$ cat src/inc/icct_pkg.sv
// Package of constants and types for the capture and compare timer.
`default_nettype none
package icct_pkg;
    // ==========================================================
    // Sizes, reset values and the all-ones count value
    localparam int unsigned    CAP_CHANNELS = 6;
    localparam int unsigned    CMP_CHANNELS = 2;
    localparam int unsigned    COUNT_WIDTH  = 32;
    localparam int unsigned    FILTER_TICKS = 3;
    localparam logic [31:0]    COUNT_RESET  = 32'h0000_0000;
    localparam logic [31:0]    COUNT_ALL_ONES = 32'hFFFF_FFFF;
    localparam logic [1:0]     SYNC_RESET   = 2'h0;

    // ==========================================================
    // Edge selection per capture channel
    typedef enum logic [1:0] {
        ICCT_EDGE_RISING  = 2'b00,
        ICCT_EDGE_FALLING = 2'b01,
        ICCT_EDGE_BOTH    = 2'b10,
        ICCT_EDGE_OFF     = 2'b11
    } icct_edge_t;

    // Configuration of one capture channel.
    typedef struct packed {
        icct_edge_t edge_sel;
        logic       filter_bypass;
    } icct_cap_cfg_t;

    // Event pulses of the block.
    typedef struct packed {
        logic [5:0] capture;
        logic [1:0] compare;
        logic       wrap;
    } icct_events_t;
endpackage
`default_nettype wire

$ cat src/rtl/icct_timer.sv
// Capture and compare timer with a shared free-running counter.
// What this block does
// - One free-running 32-bit counter advances every clock as shared time base.
// - Six 32-bit capture registers and two compare values share that counter.
// - A capture register latches the counter on its programmed input edge.
// - Each capture register pulses its own event when it takes a value.
// - A wrap event pulses when the counter starts again from zero.
// - Each compare channel pulses an event when counter equals its value.
// - The wrap event fires exactly on the all-ones to zero step.
// - Each compare output is a toggle flop inverted on every match.
// - Capture values are read only and every edge overwrites them.
// - Unbypassed filter needs three steady filter ticks before level changes.
`default_nettype none
module icct_timer #(
    parameter int unsigned CAP_CHANNELS = icct_pkg::CAP_CHANNELS,
    parameter int unsigned CMP_CHANNELS = icct_pkg::CMP_CHANNELS,
    parameter int unsigned COUNT_WIDTH  = icct_pkg::COUNT_WIDTH,
    parameter int unsigned FILTER_TICKS = icct_pkg::FILTER_TICKS
) (
    input  wire logic                     clock,
    input  wire logic                     srst,
    input  wire logic [5:0]               capture_input,
    input  wire logic                     filter_tick_clock,
    input  wire icct_pkg::icct_cap_cfg_t  cap_cfg [6],
    input  wire logic [1:0]               compare_enable,
    input  wire logic [31:0]              compare_value [2],
    output var  logic [31:0]              count_value,
    output var  logic [31:0]              capture_value [6],
    output var  icct_pkg::icct_events_t   events,
    output var  logic                     compare_output_first,
    output var  logic                     compare_output_second
);
    // ==========================================================
    // Parameter checks
    // The port list is sized for six captures, two compares and a
    // 32-bit count, so any other size is refused here.
    generate
        if (CAP_CHANNELS != 6) begin : g_bad_cap
            $error("icct_timer: CAP_CHANNELS must be 6");
        end

        if (CMP_CHANNELS != 2) begin : g_bad_cmp
            $error("icct_timer: CMP_CHANNELS must be 2");
        end

        if (COUNT_WIDTH != 32) begin : g_bad_width
            $error("icct_timer: COUNT_WIDTH must be 32");
        end

        // The filter run counter is two bits wide.
        if (FILTER_TICKS < 1 || FILTER_TICKS > 4) begin : g_bad_ticks
            $error("icct_timer: FILTER_TICKS must be 1 to 4");
        end
    endgenerate

    // ==========================================================
    // Local sizes
    localparam logic [1:0] RUN_LAST = 2'(FILTER_TICKS - 1);

    // ==========================================================
    // Free-running counter
    // The counter never stops or saturates; it simply rolls over.
    logic [31:0] count_reg;
    logic [31:0] count_next;
    logic        wrap_now;
    assign count_next = count_reg + 32'h0000_0001;
    assign wrap_now   = (count_reg == icct_pkg::COUNT_ALL_ONES);

    always_ff @(posedge clock) begin
        if (srst) begin
            count_reg <= icct_pkg::COUNT_RESET;
        end else begin
            count_reg <= count_next;
        end
    end
    assign count_value = count_reg;

    // ==========================================================
    // Filter tick: the tick pin is asynchronous, so it is synchronised.
    // The first flop may go metastable, so only the second is read.
    logic [1:0] tick_sync_reg;
    logic       tick_prev_reg;
    logic       tick_pulse;
    always_ff @(posedge clock) begin
        if (srst) begin
            tick_sync_reg <= icct_pkg::SYNC_RESET;
            tick_prev_reg <= 1'b0;
        end else begin
            tick_sync_reg <= {tick_sync_reg[0], filter_tick_clock};
            tick_prev_reg <= tick_sync_reg[1];
        end
    end
    assign tick_pulse = tick_sync_reg[1] & ~tick_prev_reg;

    // ==========================================================
    // Edge decode, shared by every channel.
    function automatic logic edge_hit(input icct_pkg::icct_edge_t sel,
                                      input logic rise,
                                      input logic fall);
        case (sel)
            icct_pkg::ICCT_EDGE_RISING:  edge_hit = rise;
            icct_pkg::ICCT_EDGE_FALLING: edge_hit = fall;
            icct_pkg::ICCT_EDGE_BOTH:    edge_hit = rise | fall;
            icct_pkg::ICCT_EDGE_OFF:     edge_hit = 1'b0;
            default:                     edge_hit = 1'b0;
        endcase
    endfunction

    // ==========================================================
    // Capture channels
    // Each channel: two-flop synchroniser, optional filter, edge detect.
    logic [5:0] cap_hit;
    genvar g;
    generate
        for (g = 0; g < CAP_CHANNELS; g++) begin : g_cap
            logic [1:0]  sync_reg;
            logic [1:0]  stable_reg;
            logic        filt_reg;
            logic        level_prev_reg;
            logic [31:0] value_reg;
            logic        level;
            logic        rise;
            logic        fall;
            logic        differs;
            logic        filt_step;
            logic        filt_done;

            assign differs = (sync_reg[1] != filt_reg);
            assign level   = cap_cfg[g].filter_bypass ? sync_reg[1]
                                                      : filt_reg;
            assign rise    = level & ~level_prev_reg;
            assign fall    = ~level & level_prev_reg;
            // Switching the bypass while the pin moves may show one edge.
            // A tick while the levels differ advances the run.
            assign filt_step = differs & tick_pulse;
            assign filt_done = filt_step & (stable_reg == RUN_LAST);
            assign cap_hit[g] = edge_hit(cap_cfg[g].edge_sel, rise, fall);

            always_ff @(posedge clock) begin
                if (srst) begin
                    sync_reg   <= icct_pkg::SYNC_RESET;
                    stable_reg <= 2'h0;
                    filt_reg   <= 1'b0;
                end else begin
                    sync_reg <= {sync_reg[0], capture_input[g]};
                    if (!differs) begin
                        stable_reg <= 2'h0;
                    end else if (filt_done) begin
                        filt_reg   <= sync_reg[1];
                        stable_reg <= 2'h0;
                    end else if (filt_step) begin
                        stable_reg <= stable_reg + 2'h1;
                    end
                end
            end

            always_ff @(posedge clock) begin
                if (srst) begin
                    level_prev_reg <= 1'b0;
                    value_reg      <= icct_pkg::COUNT_RESET;
                end else begin
                    level_prev_reg <= level;
                    if (cap_hit[g]) begin
                        // A later edge overwrites an unread value.
                        value_reg <= count_reg;
                    end
                end
            end
            assign capture_value[g] = value_reg;
        end
    endgenerate

    // ==========================================================
    // Compare channels
    // Matching is exact equality, so a value the counter has already
    // passed waits for the next lap of the counter.
    logic [1:0] cmp_equal;
    logic [1:0] cmp_hit;
    logic [1:0] toggle_reg;
    generate
        for (g = 0; g < CMP_CHANNELS; g++) begin : g_cmp
            assign cmp_equal[g] = (count_reg == compare_value[g]);
            assign cmp_hit[g]   = compare_enable[g] & cmp_equal[g];
            always_ff @(posedge clock) begin
                if (srst) begin
                    toggle_reg[g] <= 1'b0;
                end else if (cmp_hit[g]) begin
                    toggle_reg[g] <= ~toggle_reg[g];
                end
            end
        end
    endgenerate
    assign compare_output_first  = toggle_reg[0];
    assign compare_output_second = toggle_reg[1];

    // ==========================================================
    // Event pulses, registered so outputs come from flops.
    // This costs one cycle of latency but keeps glitches off the events.
    // Each pulse stands for exactly one cycle.
    icct_pkg::icct_events_t events_reg;
    always_ff @(posedge clock) begin
        if (srst) begin
            events_reg <= '0;
        end else begin
            events_reg.capture <= cap_hit;
            events_reg.compare <= cmp_hit;
            events_reg.wrap    <= wrap_now;
        end
    end
    assign events = events_reg;
endmodule
`default_nettype wire
$ cat config.mk
export PLATFORM = sky130hd
export DESIGN_NAME = icct_timer
export DESIGN_NICKNAME = d
export VERILOG_FILES = /design/src/inc/icct_pkg.sv /design/src/rtl/icct_timer.sv
export SDC_FILE = /design/constraint.sdc
export NUM_CORES = 1
export LEC_CHECK = 0
export BUFFER_PORTS_ARGS = -buffer_cell sky130_fd_sc_hd__buf_2
export CORE_AREA = 2 2 115 201
export DETAILED_ROUTE_END_ITERATION = 8
export DIE_AREA = 0 0 117 203
export PLACE_DENSITY = 0.86
export SYNTH_ARGS = -nofsm -noshare
export SYNTH_HDL_FRONTEND = slang
export SYNTH_SLANG_ARGS = --single-unit
$ cat constraint.sdc
create_clock -name clock -period 5.9 [get_ports clock]
set_input_delay 0.295 -clock clock [delete_from_list [all_inputs] [get_ports clock]]
set_output_delay 0.295 -clock clock [all_outputs]
set_load 0.01 [all_outputs]
==> results of run 1 <==
## cells by family after synthesis
family / after synthesis / share of synthesized area (%)
DFF: 274 / 50.26
xor gates and xnor gates: 98 / 7.934
adders and majority gates: 19 / 2.178
AOI/OAI and AO/OA: 201 / 9.424
and+or+nand+nor: 541 / 20.99
buffers and inverters: 135 / 5.159
muxes: 44 / 4.047
## stage by stage
step	cell area (um2)	std cells	power, mW	utilization [%]
2_1_floorplan	10910	1312	2.027	-
3_3_place_gp	12640	1843	2.116	57.26
3_5_place_dp	12640	1843	2.121	57.26
4_1_cts	13610	1895	3.913	61.68
5_1_grt	13620	1897	3.999	61.70
6_report	13620	1898	3.893	61.71
## critical path: cells and delay by family (launching register included)
kind             cells  cell delay (ps)
AO/OA/AOI/OAI        1              150
XOR/XNOR             1              140
flip-flops           1              870
AND/OR/NAND/NOR      3             1400
## per-layer routing
layer	vias to the layer above	track usage, %	share of wire (%)
met3	123	5.343	7.4
met5	-	0	0
met2	537	52.02	50
met1	4809	34.17	36
li1	4775	-	-
met4	0	19.16	6.3
## worst min-delay path by stage
stage / start / end / slack (ps) / depth (start not counted)
after floorplan: g_cap[0].sync_reg[0]$_SDFF_PP0_ / g_cap[0].sync_reg[1]$_SDFF_PP0_ / 410 / 1
after global placement: g_cap[0].sync_reg[0]$_SDFF_PP0_ / g_cap[0].sync_reg[1]$_SDFF_PP0_ / 420 / 1
after detailed placement: tick_sync_reg[0]$_SDFF_PP0_ / tick_sync_reg[1]$_SDFF_PP0_ / 420 / 1
after CTS: filter_tick_clock / tick_sync_reg[0]$_SDFF_PP0_ / 6 / 2
after global routing: capture_input[0] / g_cap[0].sync_reg[0]$_SDFF_PP0_ / 30 / 2
final: filter_tick_clock / tick_sync_reg[0]$_SDFF_PP0_ / 20 / 2
## cell type report
| cell class | count | area share [%] |
|---|---|---|
| clock inverter | 10 | 1.194 |
| antenna | 3 | 0.05512 |
| tap | 296 | 2.719 |
| timing repair buffer | 342 | 13.00 |
| sequential | 274 | 40.27 |
| clock buffer | 37 | 5.604 |
| inverter | 33 | 0.9094 |
| multi-input combinational | 903 | 36.25 |
## Yosys cell counts
cell type	n	area (um2)
nand2_1	344	1291
dfxtp_1	274	5485
a21oi_1	182	910.9
nor2_1	88	330.3
clkbuf_1	82	307.8
xor2_1	51	446.7
xnor2_1	46	402.9
mux2i_1	43	430.4
inv_1	31	116.4
nor3_1	21	105.1
ha_1	19	237.7
nand3_1	17	85.08
nor2b_1	17	106.4
nor4_1	17	106.4
buf_2	12	60.06
nand4_1	12	75.07
nand2b_1	7	43.79
buf_6	5	56.30
o21ai_0	5	25.02
o21ai_1	5	25.02
and4_1	4	35.03
o21a_1	3	22.52
and3_1	2	12.51
buf_1	2	7.510
clkinv_1	2	7.510
nor4b_1	2	17.52
o22a_1	2	17.52
o22ai_1	2	12.51
o31ai_1	2	15.01
or3_1	2	12.51
or4_1	2	15.01
or4_4	2	22.52
and2_1	1	6.260
buf_4	1	7.510
mux2_2	1	11.26
nand4_2	1	12.51
nor3b_1	1	7.510
or2_1	1	6.260
xnor2_2	1	16.27
## power by group through the flow
stage               combinational, mW  sequential, mW  clock [mW]
floorplan                       0.115            1.91           0
detailed placement              0.203            1.92           0
finish                          0.208            1.88        1.81
global route                    0.223            1.88        1.90
global placement                0.199            1.92           0
CTS                             0.207            1.88        1.83
## repair_timing
action,4_1_cts,5_1_grt
endpoints found under the setup margin,0,0
hold endpoints to repair,5,0
hold buffers,5,0
==> results.sh, run 1 <==
export IMPL_cp_required_ps=6360
export IMPL_drtAntennaViolNets=0
export IMPL_p_switching_uw=883.7
export IMPL_cts_sinks=274
export IMPL_p_comb_share_pct=5.4
export IMPL_grt_pass1_wl_mm=54.72
export IMPL_max_slew_margin_pct=21.99
export IMPL_initial_core_util_pct=49.44
export IMPL_totalWireLength_mm=37.38
export IMPL_hp_class="in2reg"
export IMPL_ys_seq_area_share_pct=50.26
export IMPL_r2r_start="count_value[7]$_SDFF_PP0_"
export IMPL_finalCritPeriodShare_pct=44.61
export IMPL_syn_inst=1312
export IMPL_clk_latency_ps=530
export IMPL_grt_max_degree=130
export IMPL_hold_viol=0
export IMPL_critPathKind="reg2reg"
export IMPL_coreArea_um2=22070
export IMPL_clockRootBuffer="clkbuf_16"
export IMPL_numPortBuffers=327
export IMPL_status="completed"
export IMPL_ios=328
export IMPL_power_density_nw_per_um2=285.8
export IMPL_cp_slowest_cell="dfxtp_1"
export IMPL_die_area_um2=23750
export IMPL_wl_per_cell_um=19.70
export IMPL_rrSetupSlack_ps=3270
export IMPL_cp_startpoint="count_value[7]$_SDFF_PP0_"
export IMPL_cts_inserted_buffers=26
export IMPL_path_cells="xor2_1 > nor4_1 > nand4_1 > or4_1 > a21oi_1"
export IMPL_area_growth_pct=24.81
export IMPL_p_leak_nw=5.942
export IMPL_fillers=1869
export IMPL_largest_register_ffs=192
export IMPL_cts_buffer_depth=3
export IMPL_fin_skew_ps=13.15
export IMPL_route_detailed_drc=0
export IMPL_fp_dieH_um=203
export IMPL_drv_cap=0
export IMPL_worst_setup_path_end_kind="flop"
export IMPL_startpoint_type="flop"
export IMPL_clkTransAtPathRegs_ps=60
export IMPL_yosysUniqueCellTypes=39
export IMPL_critPathMaxFanout=13
export IMPL_ys_ff_latch=274
export IMPL_grt_ovfl_total=0
export IMPL_synth_area_um2=10910
export IMPL_tightest_slew_ps=1170
export IMPL_multi_input_comb_area_um2=4937
export IMPL_vias_per_cell=5.397
export IMPL_routabilityCongestion=0.8820
export IMPL_period_minus_slack_ps=2632
export IMPL_seqPwrFrac_pct=48.2
export IMPL_hold_worst_slack_ps=21.21
export IMPL_clock_power_share_pct=46.4
export IMPL_die_w_um=117
export IMPL_fmax_ghz=0.3799
export IMPL_cts_tree="done"
export IMPL_max_stage_delay_ps=870
export IMPL_syn_nets=1424
export IMPL_avgSynthCellArea_um2=8.318
export IMPL_post_cts_setup_buffer_count=0
export IMPL_layout_area_seq_um2=5485
export IMPL_dp_final_hpwl_mm=25.46
export IMPL_crit_path_end="compare_output_second$_SDFFE_PP0P_"
export IMPL_layout_commonest_cell="nand2_1"
export IMPL_antenna_found_initial=3
export IMPL_setup_tns_ps=0
export IMPL_setup_ws_ps=3268
export IMPL_grt_util_all_layers_pct=30.42
export IMPL_final_nets=1692
export IMPL_drv_slew=0
export IMPL_setup_viol=0
export IMPL_vdd_drop_max_v=0.0002552
export IMPL_place_ws_ps=3250
export IMPL_switching_share_pct=22.70
export IMPL_vias=10240
export IMPL_first_global_vias=9854
export IMPL_rows=72
export IMPL_most_common_layout_cells="344 x nand2_1, 326 x buf_2, 274 x dfxtp_1"
export IMPL_first_iter_violations=796
export IMPL_reg2reg_depth=5
export IMPL_layout_drive_gt1_share_pct=24.39
export IMPL_post_cts_resized=0
export IMPL_htreeDepth=1
export IMPL_yosysWarnings=0
export IMPL_rsz0062_at_grt="no"
export IMPL_crit_arrival_ps=3100
export IMPL_rr_endpoint="compare_output_second$_SDFFE_PP0P_"
export IMPL_p_int_mw=3.009
export IMPL_first_pass_iters=5
(Power assumes the default switching activity.)
==> inputs of run 2 (changes only) <==
ABC_AREA = 1   (was not set)
CORE_AREA = 2 2 121 211   (was 2 2 115 201)
DIE_AREA = 0 0 123 213   (was 0 0 117 203)
PLACE_DENSITY = 0.85   (was 0.86)
clock period = 2.5 ns   (was 5.9 ns; I/O delays follow)
==> results.sh, run 2 <==
export IMPL_vdd_drop_max_v=0.0005619
export IMPL_routabilityCongestion=1.020
export IMPL_numPortBuffers=327
export IMPL_initial_core_util_pct=49.36
export IMPL_synth_common_cells="334 x inv_1, 274 x dfxtp_1, 260 x nand2_1, 230 x a21oi_1, 230 x o21ai_0"
export IMPL_p_comb_share_pct=14.1
export IMPL_layout_drive_gt1_share_pct=22.02
export IMPL_synth_top_area_cell="dfxtp_1"
export IMPL_post_cts_setup_buffer_count=0
export IMPL_dp_final_hpwl_mm=31.09
export IMPL_wl_per_cell_um=18.21
export IMPL_avgSynthCellArea_um2=7.061
export IMPL_rrSetupSlack_ps=280
export IMPL_cts_inserted_buffers=25
export IMPL_ios=328
export IMPL_drtAntennaViolNets=0
export IMPL_area_growth_pct=25.84
export IMPL_power_density_nw_per_um2=664.8
export IMPL_max_slew_margin_pct=54.81
export IMPL_seqPwrFrac_pct=47.5
export IMPL_r2r_start="g_cap[0].filt_reg$_SDFFE_PP0P_"
export IMPL_layout_commonest_cell="inv_1"
export IMPL_largest_register_ffs=192
export IMPL_async_reset_ff_share_pct=0
export IMPL_tightest_slew_ps=676.9
export IMPL_fmax_ghz=0.4499
export IMPL_syn_nets=1827
export IMPL_critPathKind="reg2reg"
export IMPL_cts_sinks=274
export IMPL_reg2reg_depth=10
export IMPL_startpoint_type="flop"
export IMPL_grt_util_all_layers_pct=31.89
export IMPL_grt_max_degree=96
export IMPL_netlist_top_cells_area="dfxtp_1 45%, inv_1 10%, a21oi_1 9.5%, o21ai_0 9.5%, nand2_1 8.1%"
export IMPL_holdPathStages=6
export IMPL_totalWireLength_mm=43.09
export IMPL_rows=76
export IMPL_clock_power_share_pct=38.4
export IMPL_period_minus_slack_ps=2222
export IMPL_hold_viol=0
export IMPL_ys_seq_area_share_pct=45.30
export IMPL_die_w_um=123
export IMPL_hp_class="in2reg"
export IMPL_p_int_mw=7.356
export IMPL_fillers=2125
export IMPL_worst_setup_path_end_kind="flop"
export IMPL_drv_slew=0
export IMPL_route_detailed_drc=0
export IMPL_cts_buffer_depth=3
export IMPL_drv_cap=0
export IMPL_most_common_layout_cells="333 x inv_1, 327 x buf_2, 274 x dfxtp_1"
export IMPL_synth_ff_type="dfxtp_1"
export IMPL_finalCritPeriodShare_pct=88.90
export IMPL_coreArea_um2=24530
export IMPL_fin_util_pct=62.11
export IMPL_yosysMostFrequentCell="inv_1"
export IMPL_die_area_um2=26200
export IMPL_p_leak_nw=7.191
export IMPL_final_nets=2147
export IMPL_cts_tree="done"
export IMPL_first_pass_iters=6
export IMPL_htreeDepth=1
export IMPL_clkTransAtPathRegs_ps=70
export IMPL_vias=12490
export IMPL_syn_inst=1715
export IMPL_setup_tns_ps=0
export IMPL_clockRootBuffer="clkbuf_16"
export IMPL_first_iter_violations=1088
export IMPL_crit_arrival_ps=2640
export IMPL_critPathMaxFanout=65
export IMPL_grt_pass1_wl_mm=63.29
export IMPL_setup_viol=0
export IMPL_yosysUniqueCellTypes=41
export IMPL_p_switching_mw=2.775
export IMPL_grt_ovfl_total=0
export IMPL_rsz0062_at_grt="no"
export IMPL_fp_dieH_um=213
export IMPL_synth_edff_count=0
export IMPL_switching_share_pct=27.39
export IMPL_status="completed"
export IMPL_cp_required_ps=2920
export IMPL_min_to="events[2]$_SDFF_PP0_"
export IMPL_first_global_vias=11900
export IMPL_min_from="compare_value[4]"
export IMPL_yosysWarnings=0
export IMPL_antenna_found_initial=0
export IMPL_yosys_area_top_type_share_pct=45.30
export IMPL_rr_endpoint="g_cap[0].value_reg[1]$_SDFFE_PP0P_"
export IMPL_vias_per_cell=5.280
export IMPL_ys_ff_latch=274
export IMPL_fin_skew_ps=10.78
export IMPL_synth_area_um2=12110
export IMPL_clk_latency_ps=530
## run 2: worst max path at each step
stage | from | slack [ps] | cells after the start | endpoint
floorplan | g_cap[0].filt_reg$_SDFFE_PP0P_ | 630 | 10 | g_cap[0].value_reg[22]$_SDFFE_PP0P_
global placement | g_cap[5].filt_reg$_SDFFE_PP0P_ | 550 | 9 | g_cap[5].value_reg[2]$_SDFFE_PP0P_
detailed placement | g_cap[5].filt_reg$_SDFFE_PP0P_ | 450 | 9 | g_cap[5].value_reg[3]$_SDFFE_PP0P_
CTS | count_value[14]$_SDFF_PP0_ | 370 | 7 | events[1]$_SDFF_PP0_
global route | g_cap[0].filt_reg$_SDFFE_PP0P_ | 120 | 10 | g_cap[0].value_reg[1]$_SDFFE_PP0P_
finish | g_cap[0].filt_reg$_SDFFE_PP0P_ | 280 | 10 | g_cap[0].value_reg[1]$_SDFFE_PP0P_
## run 2: final cells by class
class / count / area, um2 / share of cell area (%)
inverters: 340 / 1279 / 8.391
diodes: 1 / 2.502 / 0.01642
flip-flops and latches: 274 / 5485 / 36.00
well taps: 312 / 390.4 / 2.562
clock inverters: 12 / 128.9 / 0.8457
clock buffers: 33 / 685.7 / 4.500
repair buffers: 395 / 2275 / 14.93
multi-input cells: 999 / 4992 / 32.76
## run 2: worst max-delay path, stage by stage (launching register included)
cell     delay, ps
dfxtp_1        330
o21ai_0        290
inv_1           80
ha_1           280
nor2_1          40
a21oi_1        110
o21ai_0        160
o31ai_4        100
buf_12         290
o21ai_0        160
a21oi_1        280
## run 2: metal layers
layer	global-route usage (%)	share of wire, %
met4	22.41	7.8
met3	5.128	7.5
met1	34.24	35
met5	0	0
met2	55.95	50
## run 2: cell families (layout without fill, tap and decap cells)
kind of cell | after synthesis | after routing | share of synthesized area, %
compound gates | 477 | 477 | 20.01
buf+inv | 442 | 780 | 14.07
flops | 274 | 274 | 45.30
xor+xnor | 26 | 26 | 1.881
fa+ha+maj | 19 | 19 | 1.963
simple gates | 477 | 477 | 16.77
other cells | 0 | 1 | 0
## run 2: repair_timing
item / CTS / global route
hold endpoints to repair: 15 / 0
gates resized for setup: 0 / 0
hold buffers: 16 / 0
## run 2: through the flow
stage / hold slack (ps) / cell area, um2 / worst slack [ps] / total power, mW / std cells
3_3_place_gp: 337.9 / 14260 / 551.9 / 6.245 / 2304
2_1_floorplan: 232.0 / 12110 / 630.5 / 5.657 / 1715
3_5_place_dp: 345.1 / 14260 / 449.0 / 6.289 / 2304
4_1_cts: 8.377 / 15240 / 375.0 / 10.15 / 2365
6_report: 16.37 / 15240 / 277.5 / 10.13 / 2366
5_1_grt: 49.22 / 15240 / 115.5 / 10.52 / 2365
## run 2: power by group through the flow
stage	combinational [mW]	sequential [mW]	clock (mW)
global placement	1.35	4.89	0
finish	1.43	4.81	3.89
CTS	1.43	4.80	3.93
floorplan	0.643	5.01	0
detailed placement	1.39	4.90	0
global route	1.59	4.83	4.10
==> inputs of run 3 (changes only) <==
ABC_AREA = 0   (was 1)
CORE_AREA = 2 2 115 201   (was 2 2 121 211)
DIE_AREA = 0 0 117 203   (was 0 0 123 213)
PLACE_DENSITY = 0.86   (was 0.85)
==> results.sh, run 3 (synthesized netlist as in run 1, its figures left out) <==
export IMPL_final_nets=1753
export IMPL_drv_cap=0
export IMPL_p_leak_nw=6.276
export IMPL_most_common_layout_cells="344 x nand2_1, 326 x buf_2, 274 x dfxtp_1"
export IMPL_grt_max_degree=93
export IMPL_first_iter_violations=877
export IMPL_worst_setup_path_end_kind="flop"
export IMPL_initial_core_util_pct=49.44
export IMPL_cp_required_ps=2960
export IMPL_p_int_mw=7.218
export IMPL_tightest_slew_ps=1059
export IMPL_finalCritPeriodShare_pct=94.88
export IMPL_first_global_vias=10440
export IMPL_layout_commonest_cell="nand2_1"
export IMPL_setup_viol=0
export IMPL_numPortBuffers=327
export IMPL_drtAntennaViolNets=0
export IMPL_setup_tns_ps=0
export IMPL_totalWireLength_mm=38.49
export IMPL_layout_area_seq_um2=5485
export IMPL_status="completed"
export IMPL_clock_power_share_pct=47.3
export IMPL_clk_latency_ps=540
export IMPL_htreeDepth=1
export IMPL_ios=328
export IMPL_clockRootBuffer="clkbuf_16"
export IMPL_crit_arrival_ps=2840
export IMPL_first_pass_iters=5
export IMPL_vias_per_cell=5.349
export IMPL_layout_drive_gt1_share_pct=27.03
export IMPL_grt_util_all_layers_pct=31.40
export IMPL_max_slew_margin_pct=29.38
export IMPL_drv_slew=0
export IMPL_critPathMaxFanout=32
export IMPL_hp_class="in2reg"
export IMPL_cts_sinks=274
export IMPL_post_cts_setup_buffer_count=0
export IMPL_period_minus_slack_ps=2372
export IMPL_vias=10510
export IMPL_route_detailed_drc=0
export IMPL_switching_share_pct=23.45
export IMPL_cts_tree="done"
export IMPL_rows=72
export IMPL_area_growth_pct=30.46
export IMPL_antenna_found_initial=10
export IMPL_fp_dieH_um=203
export IMPL_grt_pass1_wl_mm=56.95
export IMPL_die_area_um2=23750
export IMPL_cts_buffer_depth=3
export IMPL_wl_per_cell_um=19.59
export IMPL_fin_skew_ps=12.52
export IMPL_hold_viol=0
export IMPL_seqPwrFrac_pct=46.8
export IMPL_clkTransAtPathRegs_ps=70
export IMPL_largest_register_ffs=192
export IMPL_p_switching_mw=2.211
export IMPL_fin_util_pct=64.51
export IMPL_power_density_nw_per_um2=662.3
export IMPL_coreArea_um2=22070
export IMPL_critPathKind="reg2reg"
export IMPL_startpoint_type="flop"
export IMPL_cts_inserted_buffers=26
export IMPL_fillers=1822
export IMPL_multi_input_comb_area_um2=4941
export IMPL_die_w_um=117
export IMPL_routabilityCongestion=0.8903
export IMPL_dp_final_hpwl_mm=27.06
export IMPL_p_comb_share_pct=5.9
export IMPL_grt_ovfl_total=0
export IMPL_fmax_ghz=0.4216
export IMPL_vdd_drop_max_v=0.0004789
[run 3: changes by cell type in the layout (fill, tap and decap cells not counted), sizes merged, moves of 40 or more]
cell / before / now
nor2: 128 / 88
mux2i: 0 / 43
o21ai: 233 / 10
a21oi: 230 / 182
nand2: 264 / 344
inv: 341 / 34
[run 3: worst max-delay path, cell delays in order (launching register included)]
cell	delay, ps
dfxtp_1	360
mux2i_2	240
inv_1	80
ha_1	280
inv_1	60
mux2i_1	110
o22ai_4	800
nand2_1	160
a21oi_1	180
[run 3: metal layers]
metal  global-route usage [%]  wire, um  vias to the layer above
met5                        0        27                        -
met4                    21.55      2802                        4
met3                    5.582      2978                      154
met2                    54.21     19310                      575
met1                    33.97     13370                     4869
li1                         -         -                     4908
[run 3: final timing paths]
path | from | end | slack, ps | cells past startpoint
worst max-delay path | g_cap[4].filt_reg$_SDFFE_PP0P_ | g_cap[4].value_reg[11]$_SDFFE_PP0P_ | 130 | 8
worst min-delay path | compare_value[37] | events[1]$_SDFF_PP0_ | 30 | 5
worst max register to register | g_cap[4].filt_reg$_SDFFE_PP0P_ | g_cap[4].value_reg[11]$_SDFFE_PP0P_ | 130 | 8
worst min register to register | g_cap[1].sync_reg[0]$_SDFF_PP0_ | g_cap[1].sync_reg[1]$_SDFF_PP0_ | 440 | 1
[run 3: layout make-up]
| type | count | share of cell area, % |
|---|---|---|
| inverters | 33 | 0.8700 |
| multi-input cells | 903 | 34.70 |
| diodes | 8 | 0.1406 |
| clock inverters | 21 | 2.074 |
| repair buffers | 403 | 16.34 |
| well taps | 296 | 2.601 |
| clock buffers | 27 | 4.746 |
| flip-flops and latches | 274 | 38.53 |
[run 3: what timing repair did]
action,4_1_cts,5_1_grt
hold buffers,14,0
setup endpoints to repair,0,3
gates resized for setup,0,1
endpoints found under the hold margin,14,0
[run 3: metrics by stage]
stage,total power [mW],area [um2],worst slack [ps],cells,hold WS (ps)
3_5_place_dp,5.041,13100,188.0,1895,341.9
5_1_grt,9.680,14230,-46.47,1964,28.14
6_report,9.429,14240,127.9,1965,30.57
2_1_floorplan,4.783,10910,565.8,1312,253.2
3_3_place_gp,5.033,13100,313.6,1895,339.4
4_1_cts,9.466,14210,171.3,1957,14.27
[run 3: power groups by stage]
stage	Clock [mW]	Sequential (mW)	Combinational (mW)
detailed placement	0	4.51	0.531
finish	4.46	4.41	0.558
floorplan	0	4.51	0.270
CTS	4.51	4.41	0.550
global route	4.68	4.41	0.593
global placement	0	4.51	0.524
